File: src/core/dsc_regs.vh
// register offsets, field positions and reset values of the modulator and sweep config bank
// assumes a 5-bit register address and 30-bit data, one register per address
`ifndef DSC_REGS_VH
`define DSC_REGS_VH

`define DSC_AW 5
`define DSC_DW 30

`define DSC_OFS_SEED_LOW 5'h0b
`define DSC_OFS_DN_STEP_HIGH 5'h0c
`define DSC_OFS_DN_STEP_LOW 5'h0d
`define DSC_OFS_MOD_CFG 5'h0e
`define DSC_OFS_STATUS 5'h1f

`define DSC_RST_SEED_LOW 18'h10081
`define DSC_RST_DN_STEP_HIGH 30'h0000000
`define DSC_RST_DN_STEP_LOW 18'h00000
`define DSC_RST_MOD_CFG 30'h04478173

`define DSC_F_MOD_TYPE 1:0
`define DSC_B_AUTO_RPT 2
`define DSC_B_AUTO_RPT_ON 3
`define DSC_F_INT_DELAY 6:4
`define DSC_B_START_DLY 7
`define DSC_B_AUTOSEED 8
`define DSC_B_KEEP_STATE 10
`define DSC_B_SWEEP_EN 11
`define DSC_B_SW_START 12
`define DSC_B_TRIG_SWEEP 13
`define DSC_B_BYPASS 14
`define DSC_F_CSG_STEP 18:15
`define DSC_B_EXT_SEQ 19
`define DSC_B_SEQ_FALL 20
`define DSC_B_TRIG_LOCK 21
`define DSC_B_SYMMETRIC 22
`define DSC_B_LOCK_STROBE 23
`define DSC_B_SINGLE_STEP 24
`define DSC_B_ONE_WAY 25
`define DSC_B_START_UP 26
`define DSC_B_EXT_CLK 27
`define DSC_B_CSG_X16 29

`define DSC_MOD_B 2'b10
`define DSC_MOD_A 2'b11
`define DSC_DLY_NONE 3'b000
`define DSC_DLY_SIX 3'b110
`define DSC_DLY_AUTO 3'b111
`define DSC_CSG_X16_SHIFT 4

`define DSC_ST_IDLE 2'b00
`define DSC_ST_WAIT 2'b01
`define DSC_ST_LEG 2'b10

`endif

File: src/core/dsc_sweep_config.v
// modulator and frequency-sweep configuration bank with its sweep sequencer
// assumes one 20 MHz clock; set-point and dwell values arrive from neighbouring registers
// Summary of operation
// - seed low register holds 18 low bits of first accumulator seed.
// - down step count is 30-bit high plus 18-bit low, one 48-bit value.
// - two-bit modulator type; 10 three-stage cascade, 11 mode A default.
// - sweep repeats at its end only if both auto-repeat bits set.
// - three-bit integer path delay; 000 none, 110 six cycles, 111 auto.
// - start-delay bit holds off sweep start by integer set-point count.
// - autoseed, default on, reloads seed whenever fractional set-point changes.
// - maintain-state keeps modulator state while integer part is unchanged.
// - sweep enable bit switches modulator from fixed frequency to sweeping.
// - writing software start bit as one starts a sweep.
// - external-trigger bit lets trigger pin start and step the sweep.
// - bypass bit forces integer mode while modulator stays enabled.
// - four-bit slip-guard step, default 1111, times sixteen when x16 set.
// - external sequence bit selects sequence imported on GPIO port.
// - falling-edge bit samples imported sequence on GPIO clock falling edge when external clock set.
// - trigger-lock ignores ratio writes; locking starts on trigger rising.
// - symmetric default; otherwise down step count from separate down registers.
// - integer lock strobe re-locks whenever integer set-point register updated.
// - single-step mode advances one step per software or pin strobe.
// - one-way mode sweeps one direction then jumps back to base.
// - start direction one up, zero down; latched only while sweep disabled.
// - external clock bit clocks modulator from GPIO clock pin.
// - in sweep mode integer set-point is the hardware trigger delay count.
// - asymmetric down dwell comes from fractional set-point high and low parts.
//
// Implementation choice: the plain strobed port.
`timescale 1ns/1ns
`default_nettype none
`include "dsc_regs.vh"

module dsc_sweep_config (
    input wire SYS_CLK,
    input wire SRST,
    input wire [`DSC_AW-1:0] ADDR,
    input wire [`DSC_DW-1:0] WDATA,
    input wire WR,
    input wire RD,
    output reg [`DSC_DW-1:0] RDATA,
    input wire [19:0] INT_SETPOINT,
    input wire INT_WR,
    input wire [47:0] FRAC_SETPOINT,
    input wire FRAC_WR,
    input wire [47:0] UP_STEPS,
    input wire [47:0] UP_DWELL,
    input wire EXT_TRIG,
    input wire EXT_MOD_CLK,
    input wire [3:0] EXT_SEQ,
    output reg [17:0] SEED_LOW,
    output reg SEED_LOAD,
    output reg [1:0] MOD_TYPE,
    output reg [2:0] INT_PATH_DELAY,
    output reg BYPASS_INT,
    output reg MOD_ENABLE,
    output reg [7:0] CSG_STEP,
    output reg SEQ_EXT_SEL,
    output reg [3:0] SEQ_SAMPLE,
    output reg MOD_TICK,
    output reg [19:0] INT_RATIO,
    output reg [47:0] FRAC_RATIO,
    output reg LOCK_START,
    output reg SWEEP_MODE,
    output reg SWEEP_ACTIVE,
    output reg SWEEP_UP,
    output reg STEP_PULSE,
    output reg BASE_RETURN,
    output reg SWEEP_DONE
);

    reg [17:0] seed_low;
    reg [29:0] dn_step_high;
    reg [17:0] dn_step_low;
    reg [29:0] cfg;

    // pin inputs: two flops each, third stage only for edge detection
    reg trig_s1, trig_s2, trig_s3;
    reg clk_s1, clk_s2, clk_s3;
    reg [3:0] seq_s1, seq_s2;

    reg [1:0] state;
    reg leg;
    reg start_up;
    reg [47:0] steps_left;
    reg [47:0] dwell_cnt;
    reg [19:0] delay_cnt;
    reg int_changed;

    wire wr_cfg = WR && (ADDR == `DSC_OFS_MOD_CFG);
    wire sw_start = wr_cfg && WDATA[`DSC_B_SW_START];
    wire trig_rise = trig_s2 && !trig_s3;
    wire mclk_rise = clk_s2 && !clk_s3;
    wire mclk_fall = !clk_s2 && clk_s3;
    wire sweep_en = cfg[`DSC_B_SWEEP_EN];
    wire trig_ok = cfg[`DSC_B_TRIG_SWEEP] && trig_rise;
    wire strobe = sw_start || trig_ok;
    wire auto_rpt = cfg[`DSC_B_AUTO_RPT] && cfg[`DSC_B_AUTO_RPT_ON];
    wire sym = cfg[`DSC_B_SYMMETRIC];
    wire [47:0] dn_steps = {dn_step_high, dn_step_low};
    wire [47:0] steps_first = start_up ? UP_STEPS : (sym ? UP_STEPS : dn_steps);
    wire [47:0] steps_second = start_up ? (sym ? UP_STEPS : dn_steps) : UP_STEPS;
    wire [47:0] dwell_cur = (SWEEP_UP || sym) ? UP_DWELL : FRAC_SETPOINT;
    wire step_ev = cfg[`DSC_B_SINGLE_STEP] ? strobe : (dwell_cnt >= dwell_cur);
    wire lock_mode = cfg[`DSC_B_TRIG_LOCK];
    wire int_take = INT_WR && !lock_mode;
    wire frac_take = FRAC_WR && !lock_mode;
    wire mod_tick = cfg[`DSC_B_EXT_CLK] ? mclk_rise : 1'b1;
    wire seq_edge = cfg[`DSC_B_EXT_CLK] ?
        (cfg[`DSC_B_SEQ_FALL] ? mclk_fall : mclk_rise) : 1'b1;

    // register writes; reserved bits 9 and 28 are simply stored
    always @(posedge SYS_CLK) begin
        if (SRST) begin
            seed_low <= `DSC_RST_SEED_LOW;
            dn_step_high <= `DSC_RST_DN_STEP_HIGH;
            dn_step_low <= `DSC_RST_DN_STEP_LOW;
            cfg <= `DSC_RST_MOD_CFG;
        end else if (WR) begin
            case (ADDR)
                `DSC_OFS_SEED_LOW: seed_low <= WDATA[17:0];
                `DSC_OFS_DN_STEP_HIGH: dn_step_high <= WDATA;
                `DSC_OFS_DN_STEP_LOW: dn_step_low <= WDATA[17:0];
                `DSC_OFS_MOD_CFG: cfg <= WDATA;
                default: ;
            endcase
        end
    end

    // read data one cycle after the strobe, zero for unmapped addresses
    always @(posedge SYS_CLK) begin
        if (SRST) begin
            RDATA <= {`DSC_DW{1'b0}};
        end else if (RD) begin
            case (ADDR)
                `DSC_OFS_SEED_LOW: RDATA <= {12'h000, seed_low};
                `DSC_OFS_DN_STEP_HIGH: RDATA <= dn_step_high;
                `DSC_OFS_DN_STEP_LOW: RDATA <= {12'h000, dn_step_low};
                `DSC_OFS_MOD_CFG: RDATA <= cfg;
                `DSC_OFS_STATUS: RDATA <= {25'h0000000, start_up, leg, SWEEP_UP, state};
                default: RDATA <= {`DSC_DW{1'b0}};
            endcase
        end else begin
            RDATA <= {`DSC_DW{1'b0}};
        end
    end

    always @(posedge SYS_CLK) begin
        if (SRST) begin
            trig_s1 <= 1'b0;
            trig_s2 <= 1'b0;
            trig_s3 <= 1'b0;
            clk_s1 <= 1'b0;
            clk_s2 <= 1'b0;
            clk_s3 <= 1'b0;
            seq_s1 <= 4'h0;
            seq_s2 <= 4'h0;
        end else begin
            trig_s1 <= EXT_TRIG;
            trig_s2 <= trig_s1;
            trig_s3 <= trig_s2;
            clk_s1 <= EXT_MOD_CLK;
            clk_s2 <= clk_s1;
            clk_s3 <= clk_s2;
            seq_s1 <= EXT_SEQ;
            seq_s2 <= seq_s1;
        end
    end

    // configuration outputs, plus the sampled sequence and the modulator tick
    always @(posedge SYS_CLK) begin
        if (SRST) begin
            SEED_LOW <= `DSC_RST_SEED_LOW;
            MOD_TYPE <= `DSC_MOD_A;
            INT_PATH_DELAY <= `DSC_DLY_AUTO;
            BYPASS_INT <= 1'b0;
            MOD_ENABLE <= 1'b0;
            CSG_STEP <= 8'h0f;
            SEQ_EXT_SEL <= 1'b0;
            SEQ_SAMPLE <= 4'h0;
            MOD_TICK <= 1'b0;
            SWEEP_MODE <= 1'b0;
        end else begin
            SEED_LOW <= seed_low;
            MOD_TYPE <= cfg[`DSC_F_MOD_TYPE];
            INT_PATH_DELAY <= cfg[`DSC_F_INT_DELAY];
            BYPASS_INT <= cfg[`DSC_B_BYPASS];
            MOD_ENABLE <= 1'b1;
            if (cfg[`DSC_B_CSG_X16])
                CSG_STEP <= {cfg[`DSC_F_CSG_STEP], 4'h0};
            else
                CSG_STEP <= {4'h0, cfg[`DSC_F_CSG_STEP]};
            SEQ_EXT_SEL <= cfg[`DSC_B_EXT_SEQ];
            if (cfg[`DSC_B_EXT_SEQ] && seq_edge)
                SEQ_SAMPLE <= seq_s2;
            MOD_TICK <= mod_tick;
            SWEEP_MODE <= sweep_en;
        end
    end

    // set-point capture, reseed and lock requests
    always @(posedge SYS_CLK) begin
        if (SRST) begin
            INT_RATIO <= 20'h00000;
            FRAC_RATIO <= 48'h000000000000;
            SEED_LOAD <= 1'b0;
            LOCK_START <= 1'b0;
            int_changed <= 1'b0;
        end else begin
            SEED_LOAD <= 1'b0;
            LOCK_START <= 1'b0;
            if (lock_mode && trig_rise) begin
                INT_RATIO <= INT_SETPOINT;
                FRAC_RATIO <= FRAC_SETPOINT;
                LOCK_START <= 1'b1;
            end
            // clear before set so a same-cycle integer change is not lost
            if (frac_take)
                int_changed <= 1'b0;
            if (int_take) begin
                INT_RATIO <= INT_SETPOINT;
                if (INT_SETPOINT != INT_RATIO)
                    int_changed <= 1'b1;
                if (cfg[`DSC_B_LOCK_STROBE])
                    LOCK_START <= 1'b1;
            end
            if (frac_take) begin
                FRAC_RATIO <= FRAC_SETPOINT;
                // keeping state only pays off while the integer part stays put
                if (cfg[`DSC_B_AUTOSEED] && !(cfg[`DSC_B_KEEP_STATE] && !int_changed))
                    SEED_LOAD <= 1'b1;
            end
        end
    end

    // sweep sequencer
    always @(posedge SYS_CLK) begin
        if (SRST) begin
            state <= `DSC_ST_IDLE;
            leg <= 1'b0;
            start_up <= 1'b1;
            steps_left <= 48'h000000000000;
            dwell_cnt <= 48'h000000000000;
            delay_cnt <= 20'h00000;
            SWEEP_ACTIVE <= 1'b0;
            SWEEP_UP <= 1'b1;
            STEP_PULSE <= 1'b0;
            BASE_RETURN <= 1'b0;
            SWEEP_DONE <= 1'b0;
        end else begin
            STEP_PULSE <= 1'b0;
            BASE_RETURN <= 1'b0;
            SWEEP_DONE <= 1'b0;
            if (!sweep_en)
                start_up <= cfg[`DSC_B_START_UP];
            if (!sweep_en) begin
                state <= `DSC_ST_IDLE;
                SWEEP_ACTIVE <= 1'b0;
                SWEEP_UP <= start_up;
            end else begin
                case (state)
                    `DSC_ST_IDLE: begin
                        if (strobe) begin
                            SWEEP_ACTIVE <= 1'b1;
                            if (cfg[`DSC_B_START_DLY] && INT_SETPOINT != 20'h00000) begin
                                delay_cnt <= INT_SETPOINT;
                                state <= `DSC_ST_WAIT;
                            end else begin
                                state <= `DSC_ST_LEG;
                                leg <= 1'b0;
                                SWEEP_UP <= start_up;
                                steps_left <= steps_first;
                                dwell_cnt <= 48'h000000000000;
                            end
                        end
                    end
                    `DSC_ST_WAIT: begin
                        delay_cnt <= delay_cnt - 20'h00001;
                        if (delay_cnt == 20'h00001) begin
                            state <= `DSC_ST_LEG;
                            leg <= 1'b0;
                            SWEEP_UP <= start_up;
                            steps_left <= steps_first;
                            dwell_cnt <= 48'h000000000000;
                        end
                    end
                    `DSC_ST_LEG: begin
                        dwell_cnt <= dwell_cnt + 48'h000000000001;
                        if (step_ev) begin
                            STEP_PULSE <= 1'b1;
                            dwell_cnt <= 48'h000000000000;
                            steps_left <= steps_left - 48'h000000000001;
                            // a zero count behaves as a single step
                            if (steps_left <= 48'h000000000001) begin
                                if (!leg && !cfg[`DSC_B_ONE_WAY]) begin
                                    leg <= 1'b1;
                                    SWEEP_UP <= !SWEEP_UP;
                                    steps_left <= steps_second;
                                end else begin
                                    if (!leg)
                                        BASE_RETURN <= 1'b1;
                                    SWEEP_DONE <= 1'b1;
                                    leg <= 1'b0;
                                    SWEEP_UP <= start_up;
                                    if (auto_rpt) begin
                                        steps_left <= steps_first;
                                    end else begin
                                        state <= `DSC_ST_IDLE;
                                        SWEEP_ACTIVE <= 1'b0;
                                    end
                                end
                            end
                        end
                    end
                    default: begin
                        state <= `DSC_ST_IDLE;
                        SWEEP_ACTIVE <= 1'b0;
                    end
                endcase
            end
        end
    end

endmodule // dsc_sweep_config
`default_nettype wire

File: config.mk
export PLATFORM = sky130hd
export DESIGN_NAME = dsc_sweep_config
export DESIGN_NICKNAME = d
export VERILOG_FILES = /design/src/core/dsc_sweep_config.v
export VERILOG_INCLUDE_DIRS = /design/src /design/src/core
export SDC_FILE = /design/constraint.sdc
export NUM_CORES = 1
export LEC_CHECK = 0
export BUFFER_PORTS_ARGS = -buffer_cell sky130_fd_sc_hd__buf_2
export CORE_ASPECT_RATIO = 0.7
export CORE_MARGIN = 4
export CORE_UTILIZATION = 35
export CTS_CLUSTER_DIAMETER = 30
export DETAILED_ROUTE_END_ITERATION = 7
export PLACE_DENSITY = 0.54
export SLEW_MARGIN = 20
export SYNTH_ARGS = -nofsm -noshare
export SYNTH_HDL_FRONTEND = slang
export SYNTH_SLANG_ARGS = --single-unit
File: constraint.sdc
create_clock -name SYS_CLK -period 4.2 [get_ports SYS_CLK]
set_clock_uncertainty 0.2 [all_clocks]
set_input_delay 0.42 -clock SYS_CLK [delete_from_list [all_inputs] [get_ports SYS_CLK]]
set_output_delay 0.42 -clock SYS_CLK [all_outputs]
set_load 0.05 [all_outputs]
## Word level (Yosys, flattened, before mapping)

Cells that the tools add are included.
Widths: inputs -> output; s select.

- Bits in writable memories: 0
- Bits in read-only memories: 0
- Memories: 0
- Bits in latches: 0
- Bits of input ports: 211
- Logic and storage cells: 196
- Register bits after elaboration: 376

- Reduce and logical (&&, ||, !) cells: 50
- Divide/modulo/power cells: 0
- Equal/unequal tests: 23
- Bitwise gates (word level): 8
- Mux-type cells: 70
- Shift operators: 0
- Multipliers: 0
- Add/sub/neg operators: 3
- Magnitude comparators: 2

Operator list:

| operator | count |
|---|---|
| $mux 48 | 17 |
| $pmux 48 s3 | 2 |
| $pmux 30 s5 | 1 |
| $mux 20 | 4 |
| $add 48x1->48 const B | 1 |
| $ge 48x48->1 | 1 |
| $le 48x1->1 const B | 1 |
| $sub 48x1->48 const B | 1 |
| $pmux 20 s2 | 1 |
| $mux 1 | 33 |
| $reduce_and 6->1 | 4 |
| $eq 20x1->1 const B | 1 |
| $eq 5x4->1 const B | 4 |
| $ne 20x20->1 | 1 |
| $reduce_bool 20->1 | 1 |
| $sub 20x1->20 const B | 1 |
| $ne 2x2->1 const B | 8 |
| $logic_and 1x1->1 | 15 |
| $ne 3x3->1 const B | 5 |
| $mux 2 | 7 |
| $logic_not 1->1 | 9 |
| $pmux 1 s3 | 3 |
| $not 1->1 | 8 |
| $reduce_and 2->1 | 4 |
| 17 further kinds | 23 |

## Longest topological paths before layout

- Word-level depth: 8
- Gate-level depth with buffers: 16
- Mapped depth without buffers: 11

## Worst setup path before layout

Ideal clock, no wire load.

- Path kind: register to register
- Start point: register SWEEP_UP
- End point: register steps_left[35]
- Data required time: 3930 ps
- Setup time: 70 ps
- Slack: -35 ps
- Cell stages (with the launch flop): 16
- Arrival time: 3965 ps
- Buffers on the path: 4
- Path through: dfxtp_1 -> nor2_1 -> buf_1 -> buf_1 -> mux2i_1 -> ha_1 -> a21o_1 -> a21o_1 -> a21oi_1 -> o2111ai_1 -> o31a_1 -> o21ai_1 -> clkbuf_1 -> clkbuf_1 -> nand2_1 -> a21oi_1

- Longest elaborated chain between the ends: 6

Ends and longest elaborated chain:

| what | line | text |
|---|---|---|
| from (decl) | dsc_sweep_config.v:66 | `output reg SWEEP_UP,` |
| from (signal assigned) | dsc_sweep_config.v:259 | `SWEEP_UP <= start_up;` |
| from (signal assigned) | dsc_sweep_config.v:271 | `SWEEP_UP <= start_up;` |
| from (signal assigned) | dsc_sweep_config.v:282 | `SWEEP_UP <= start_up;` |
| $logic_or 1x1->1 | dsc_sweep_config.v:103 | `wire [47:0] dwell_cur = (SWEEP_UP \|\| sym) ? UP_DWELL : FRAC_SETPOINT;` |
| $mux 48 | dsc_sweep_config.v:103 |  |
| $ge 48x48->1 | dsc_sweep_config.v:104 | `` wire step_ev = cfg[`DSC_B_SINGLE_STEP] ? strobe : (dwell_cnt >= dwell_cur); `` |
| $mux 1 | dsc_sweep_config.v:104 |  |
| $ne 2x2->1 (no line) | n/a |  |
| $reduce_and 6->1 (no line) | n/a |  |
| to (signal assigned) | dsc_sweep_config.v:272 | `steps_left <= steps_first;` |
| to (signal assigned) | dsc_sweep_config.v:283 | `steps_left <= steps_first;` |
| to (signal assigned) | dsc_sweep_config.v:292 | `steps_left <= steps_left - 48'h000000000001;` |
| to (decl) | dsc_sweep_config.v:85 | `reg [47:0] steps_left;` |

No other way between the ends.
A chain may end at the register's enable or synchronous reset.

## Worst setup path after layout

- Start point: register SWEEP_UP
- End point: register steps_left[5]

The elaborated chain is that of the path after synthesis.

==> flow_metrics.py <==
metrics = {
    "synthesis": {
        "synth_cell_type_count": 78,
        "async_reset_ff_frac": 0,
        "synth_common_cells": "nand2_1, dfxtp_1, a21oi_1",
        "synth_area_leaders": "dfxtp_1, nand2_1, a21oi_1, mux2i_1, ha_1",
        "synth_fp_nets": 2649,
        "yosysSeqAreaShare": 0.403,
        "synth_warnings": 0,
        "yosysTopAreaCellShare": 0.403,
        "postSynthCellCount": 2385,
        "netlist_area_mm2": 0.0187,
        "yosysMostFrequentCell": "nand2_1",
        "synth_edf_count": 0,
        "syn_avg_cell_area_um2": 7.84,
        "synth_ff_type": "dfxtp_1",
        "synth-seq-cells": 376,
        "synth_top_area_cell": "dfxtp_1",
    },
    "sta": {
        "max_freq_mhz": 266,
        "tns_ns": 0,
        "relSlewSlack": 0.160,
        "worstMarginPinSlew_ns": 1.26,
        "drv_slew": 0,
        "hold_viol_final": 0,
        "setup_viol": 0,
        "period_minus_slack_ns": 3.76,
        "rsz0062_at_grt": "false",
        "timing.final.crit_share": 0.896,
    },
    "place": {
        "io_buffer_count": 355,
        "dp.final_hpwl_mm": 51.8,
        "gp_congestion": 0.908,
    },
    "route": {
        "vias_per_cell": 5.45,
        "route.detailed.drc": 0,
        "drt_wl_total_mm": 73.3,
        "num_vias": 19600,
        "dr.first_iter.drc_count": 1767,
        "drtAntennaViolNets": 0,
        "first_pass_iters": 6,
        "wl_per_cell_um": 20.4,
    },
    "worst_setup_path": {
        "critPathMaxStageDelay_ns": 0.52,
        "crit_start": "SWEEP_UP",
        "end_kind": "flip-flop",
        "critical_path.slowest_cell": "or4_1",
        "r2r_start": "SWEEP_UP",
        "start_kind": "flip-flop",
        "critical_path_peak_fanout": 48,
        "cp.required_ns": 4.50,
        "cp_common_cell": "buf_12",
        "rrSetupSlack_ns": 0.44,
        "cp.arrival_ns": 4.06,
        "crit_type": "reg -> reg",
        "path_cells": "nor2_4 > buf_12 > mux2i_1 > ha_1 > and4_1 > nand2_1 > or4_1 > a31oi_1 > o31ai_1 > buf_4 > a21boi_4 > buf_12 > a21oi_1 > a211oi_1",
    },
    "power_and_ir_drop": {
        "power.total_w": 0.0113,
        "leakagePower_nw": 10.3,
        "pwr_density_cell_mw_per_mm2": 446,
        "ir_worst_vdd_mv": 0.292,
    },
    "floorplan": {
        "io_pins": 356,
        "rows": 70,
        "die_w_um": 284,
        "start_util": 0.356,
        "core_mm2": 0.0526,
        "die_y_um": 201,
        "dieArea_mm2": 0.0572,
    },
    "run": {
        "drv_cap": 0,
    },
    "worst_hold_path": {
        "hold_path.startpoint": "UP_STEPS[4]",
        "min_path_type": "in -> reg",
    },
    "status": {
        "status": "finished clean",
    },
    "global_route": {
        "grt_busiest_layer": "met2",
        "globalRouteMet2Util": 0.368,
        "grt_max_degree": 219,
        "grt_pass1_vias": 19100,
        "grt_first_pass_wirelength_mm": 113,
        "grtUsageTotal": 0.247,
        "grt.overflow.total": 0,
        "grtUsageMet1": 0.362,
        "grt_antenna_before_repair": 5,
        "grtUsageMet3": 0.0497,
    },
    "clock_tree": {
        "numCtsBuffers": 84,
        "cts.clk_slew.worst_paths_ns": 0.05,
        "post_cts_resized": 0,
        "clockBufferDepth": 3,
        "cts_root_buf": "clkbuf_16",
        "cts_tree": "built",
        "clk_latency_ns": 0.61,
        "clock-sinks": 376,
        "htree_levels": 3,
    },
    "finish": {
        "multi_input_area_mm2": 0.0105,
        "drive_gt1_frac": 0.212,
        "seqCellArea_mm2": 0.00753,
        "nFillCells": 5108,
        "nNetsFinal": 3105,
        "post-route-util": 0.484,
        "area_growth_pct": 35.9,
    },
}
==> registers in the layout, indices dropped and copies added (netlist names), 18 cells and up <==
name          cells
FRAC_RATIO       48
INT_RATIO        20
SEED_LOW         18
dn_step_low      18
dn_step_high     30
RDATA            30
dwell_cnt        48
steps_left       48
cfg              30
delay_cnt        20
seed_low         18
==> kinds of logic (layout without fill, tap and decap cells) <==
group	count (synthesis)	in the layout	share of synthesized area
buffers and inverters	184	711	0.0390
other	0	1	0
and+or+nand+nor	1032	1032	0.255
DFF	376	376	0.403
adders and majority gates	53	53	0.0355
xor gates and xnor gates	85	85	0.0398
AOI/OAI and AO/OA	583	583	0.189
muxes	72	72	0.0387
==> through the flow <==
| stage | cells | hold slack (ns) | setup slack (ns) | area [µm²] |
|---|---|---|---|---|
| 6_report | 3597 | 0.0421 | 0.438 | 25400 |
| 5_1_grt | 3597 | 0.0519 | 0.205 | 25400 |
| 4_1_cts | 3596 | 0.00663 | 0.451 | 25400 |
| 3_5_place_dp | 3325 | 0.226 | 0.451 | 21300 |
| 3_3_place_gp | 3325 | 0.218 | 0.456 | 21300 |
| 2_1_floorplan | 2385 | 0.214 | 0.0465 | 18700 |
==> what timing repair did <==
item                      4_1_cts  5_1_grt
hold endpoints to repair      181        0
hold buffers                  114        0
setup buffers                   0        0
==> worst paths after layout <==
kind                   endpoint  depth (start not counted)
setup / recovery  steps_left[5]                         14
hold / removal    steps_left[4]                          5
setup reg to reg  steps_left[5]                         14
hold reg to reg       seq_s2[0]                          1
==> metal layers <==
layer,vias up,share of wire,wire length (µm)
met1,9288,0.47,34800
met4,4,0.023,1700
met3,122,0.082,6000
li1,9356,-,-
met5,-,0.00030,22
met2,818,0.42,30800
==> critical path, delay by kind of cell, from the launching register on <==
kind	cells	cell delay [ns]
AOI/OAI and AO/OA	5	0.90
adders and majority gates	1	0.33
buffers and inverters	3	0.69
DFF	1	0.32
muxes	1	0.13
and+or+nand+nor	4	0.99
==> cell type report <==
type | instances | share of cell area
repair buffers | 525 | 0.134
flip-flops and latches | 376 | 0.296
well taps | 684 | 0.0337
clock inverters | 54 | 0.0255
diodes | 1 | 0.0000985
multi-input cells | 1825 | 0.413
clock buffers | 103 | 0.0928
inverters | 29 | 0.00428
==> power by group <==
part	internal (W)	switching (W)	leakage (nW)
logic	0.000291	0.000484	5.80
clock network	0.00464	0.00226	1.46
registers	0.00363	0.0000365	3.05
total	0.00856	0.00278	10.3
==> cells in the final DEF, fill, tap and decap left out, types with 10 or more instances in the layout <==
master / count
clkbuf_16: 88
nand3_1: 79
dfxtp_1: 376
o21ai_0: 98
o221ai_1: 24
nor2b_1: 59
xnor2_1: 49
clkbuf_8: 11
a22oi_1: 51
or3_1: 24
mux2i_1: 70
and3_1: 17
nand4_1: 29
or2_2: 13
inv_6: 12
xor2_1: 36
clkinv_2: 14
buf_2: 354
o22ai_1: 24
ha_1: 53
nor2_1: 153
buf_4: 51
nor4_1: 35
dlygate4sd3_1: 114
bufinv_16: 10
nor3_1: 37
a21oi_1: 273
o211ai_1: 20
inv_1: 28
a211oi_1: 19
nand2_1: 518
No activity file was read; power rests on OpenSTA's default activity.
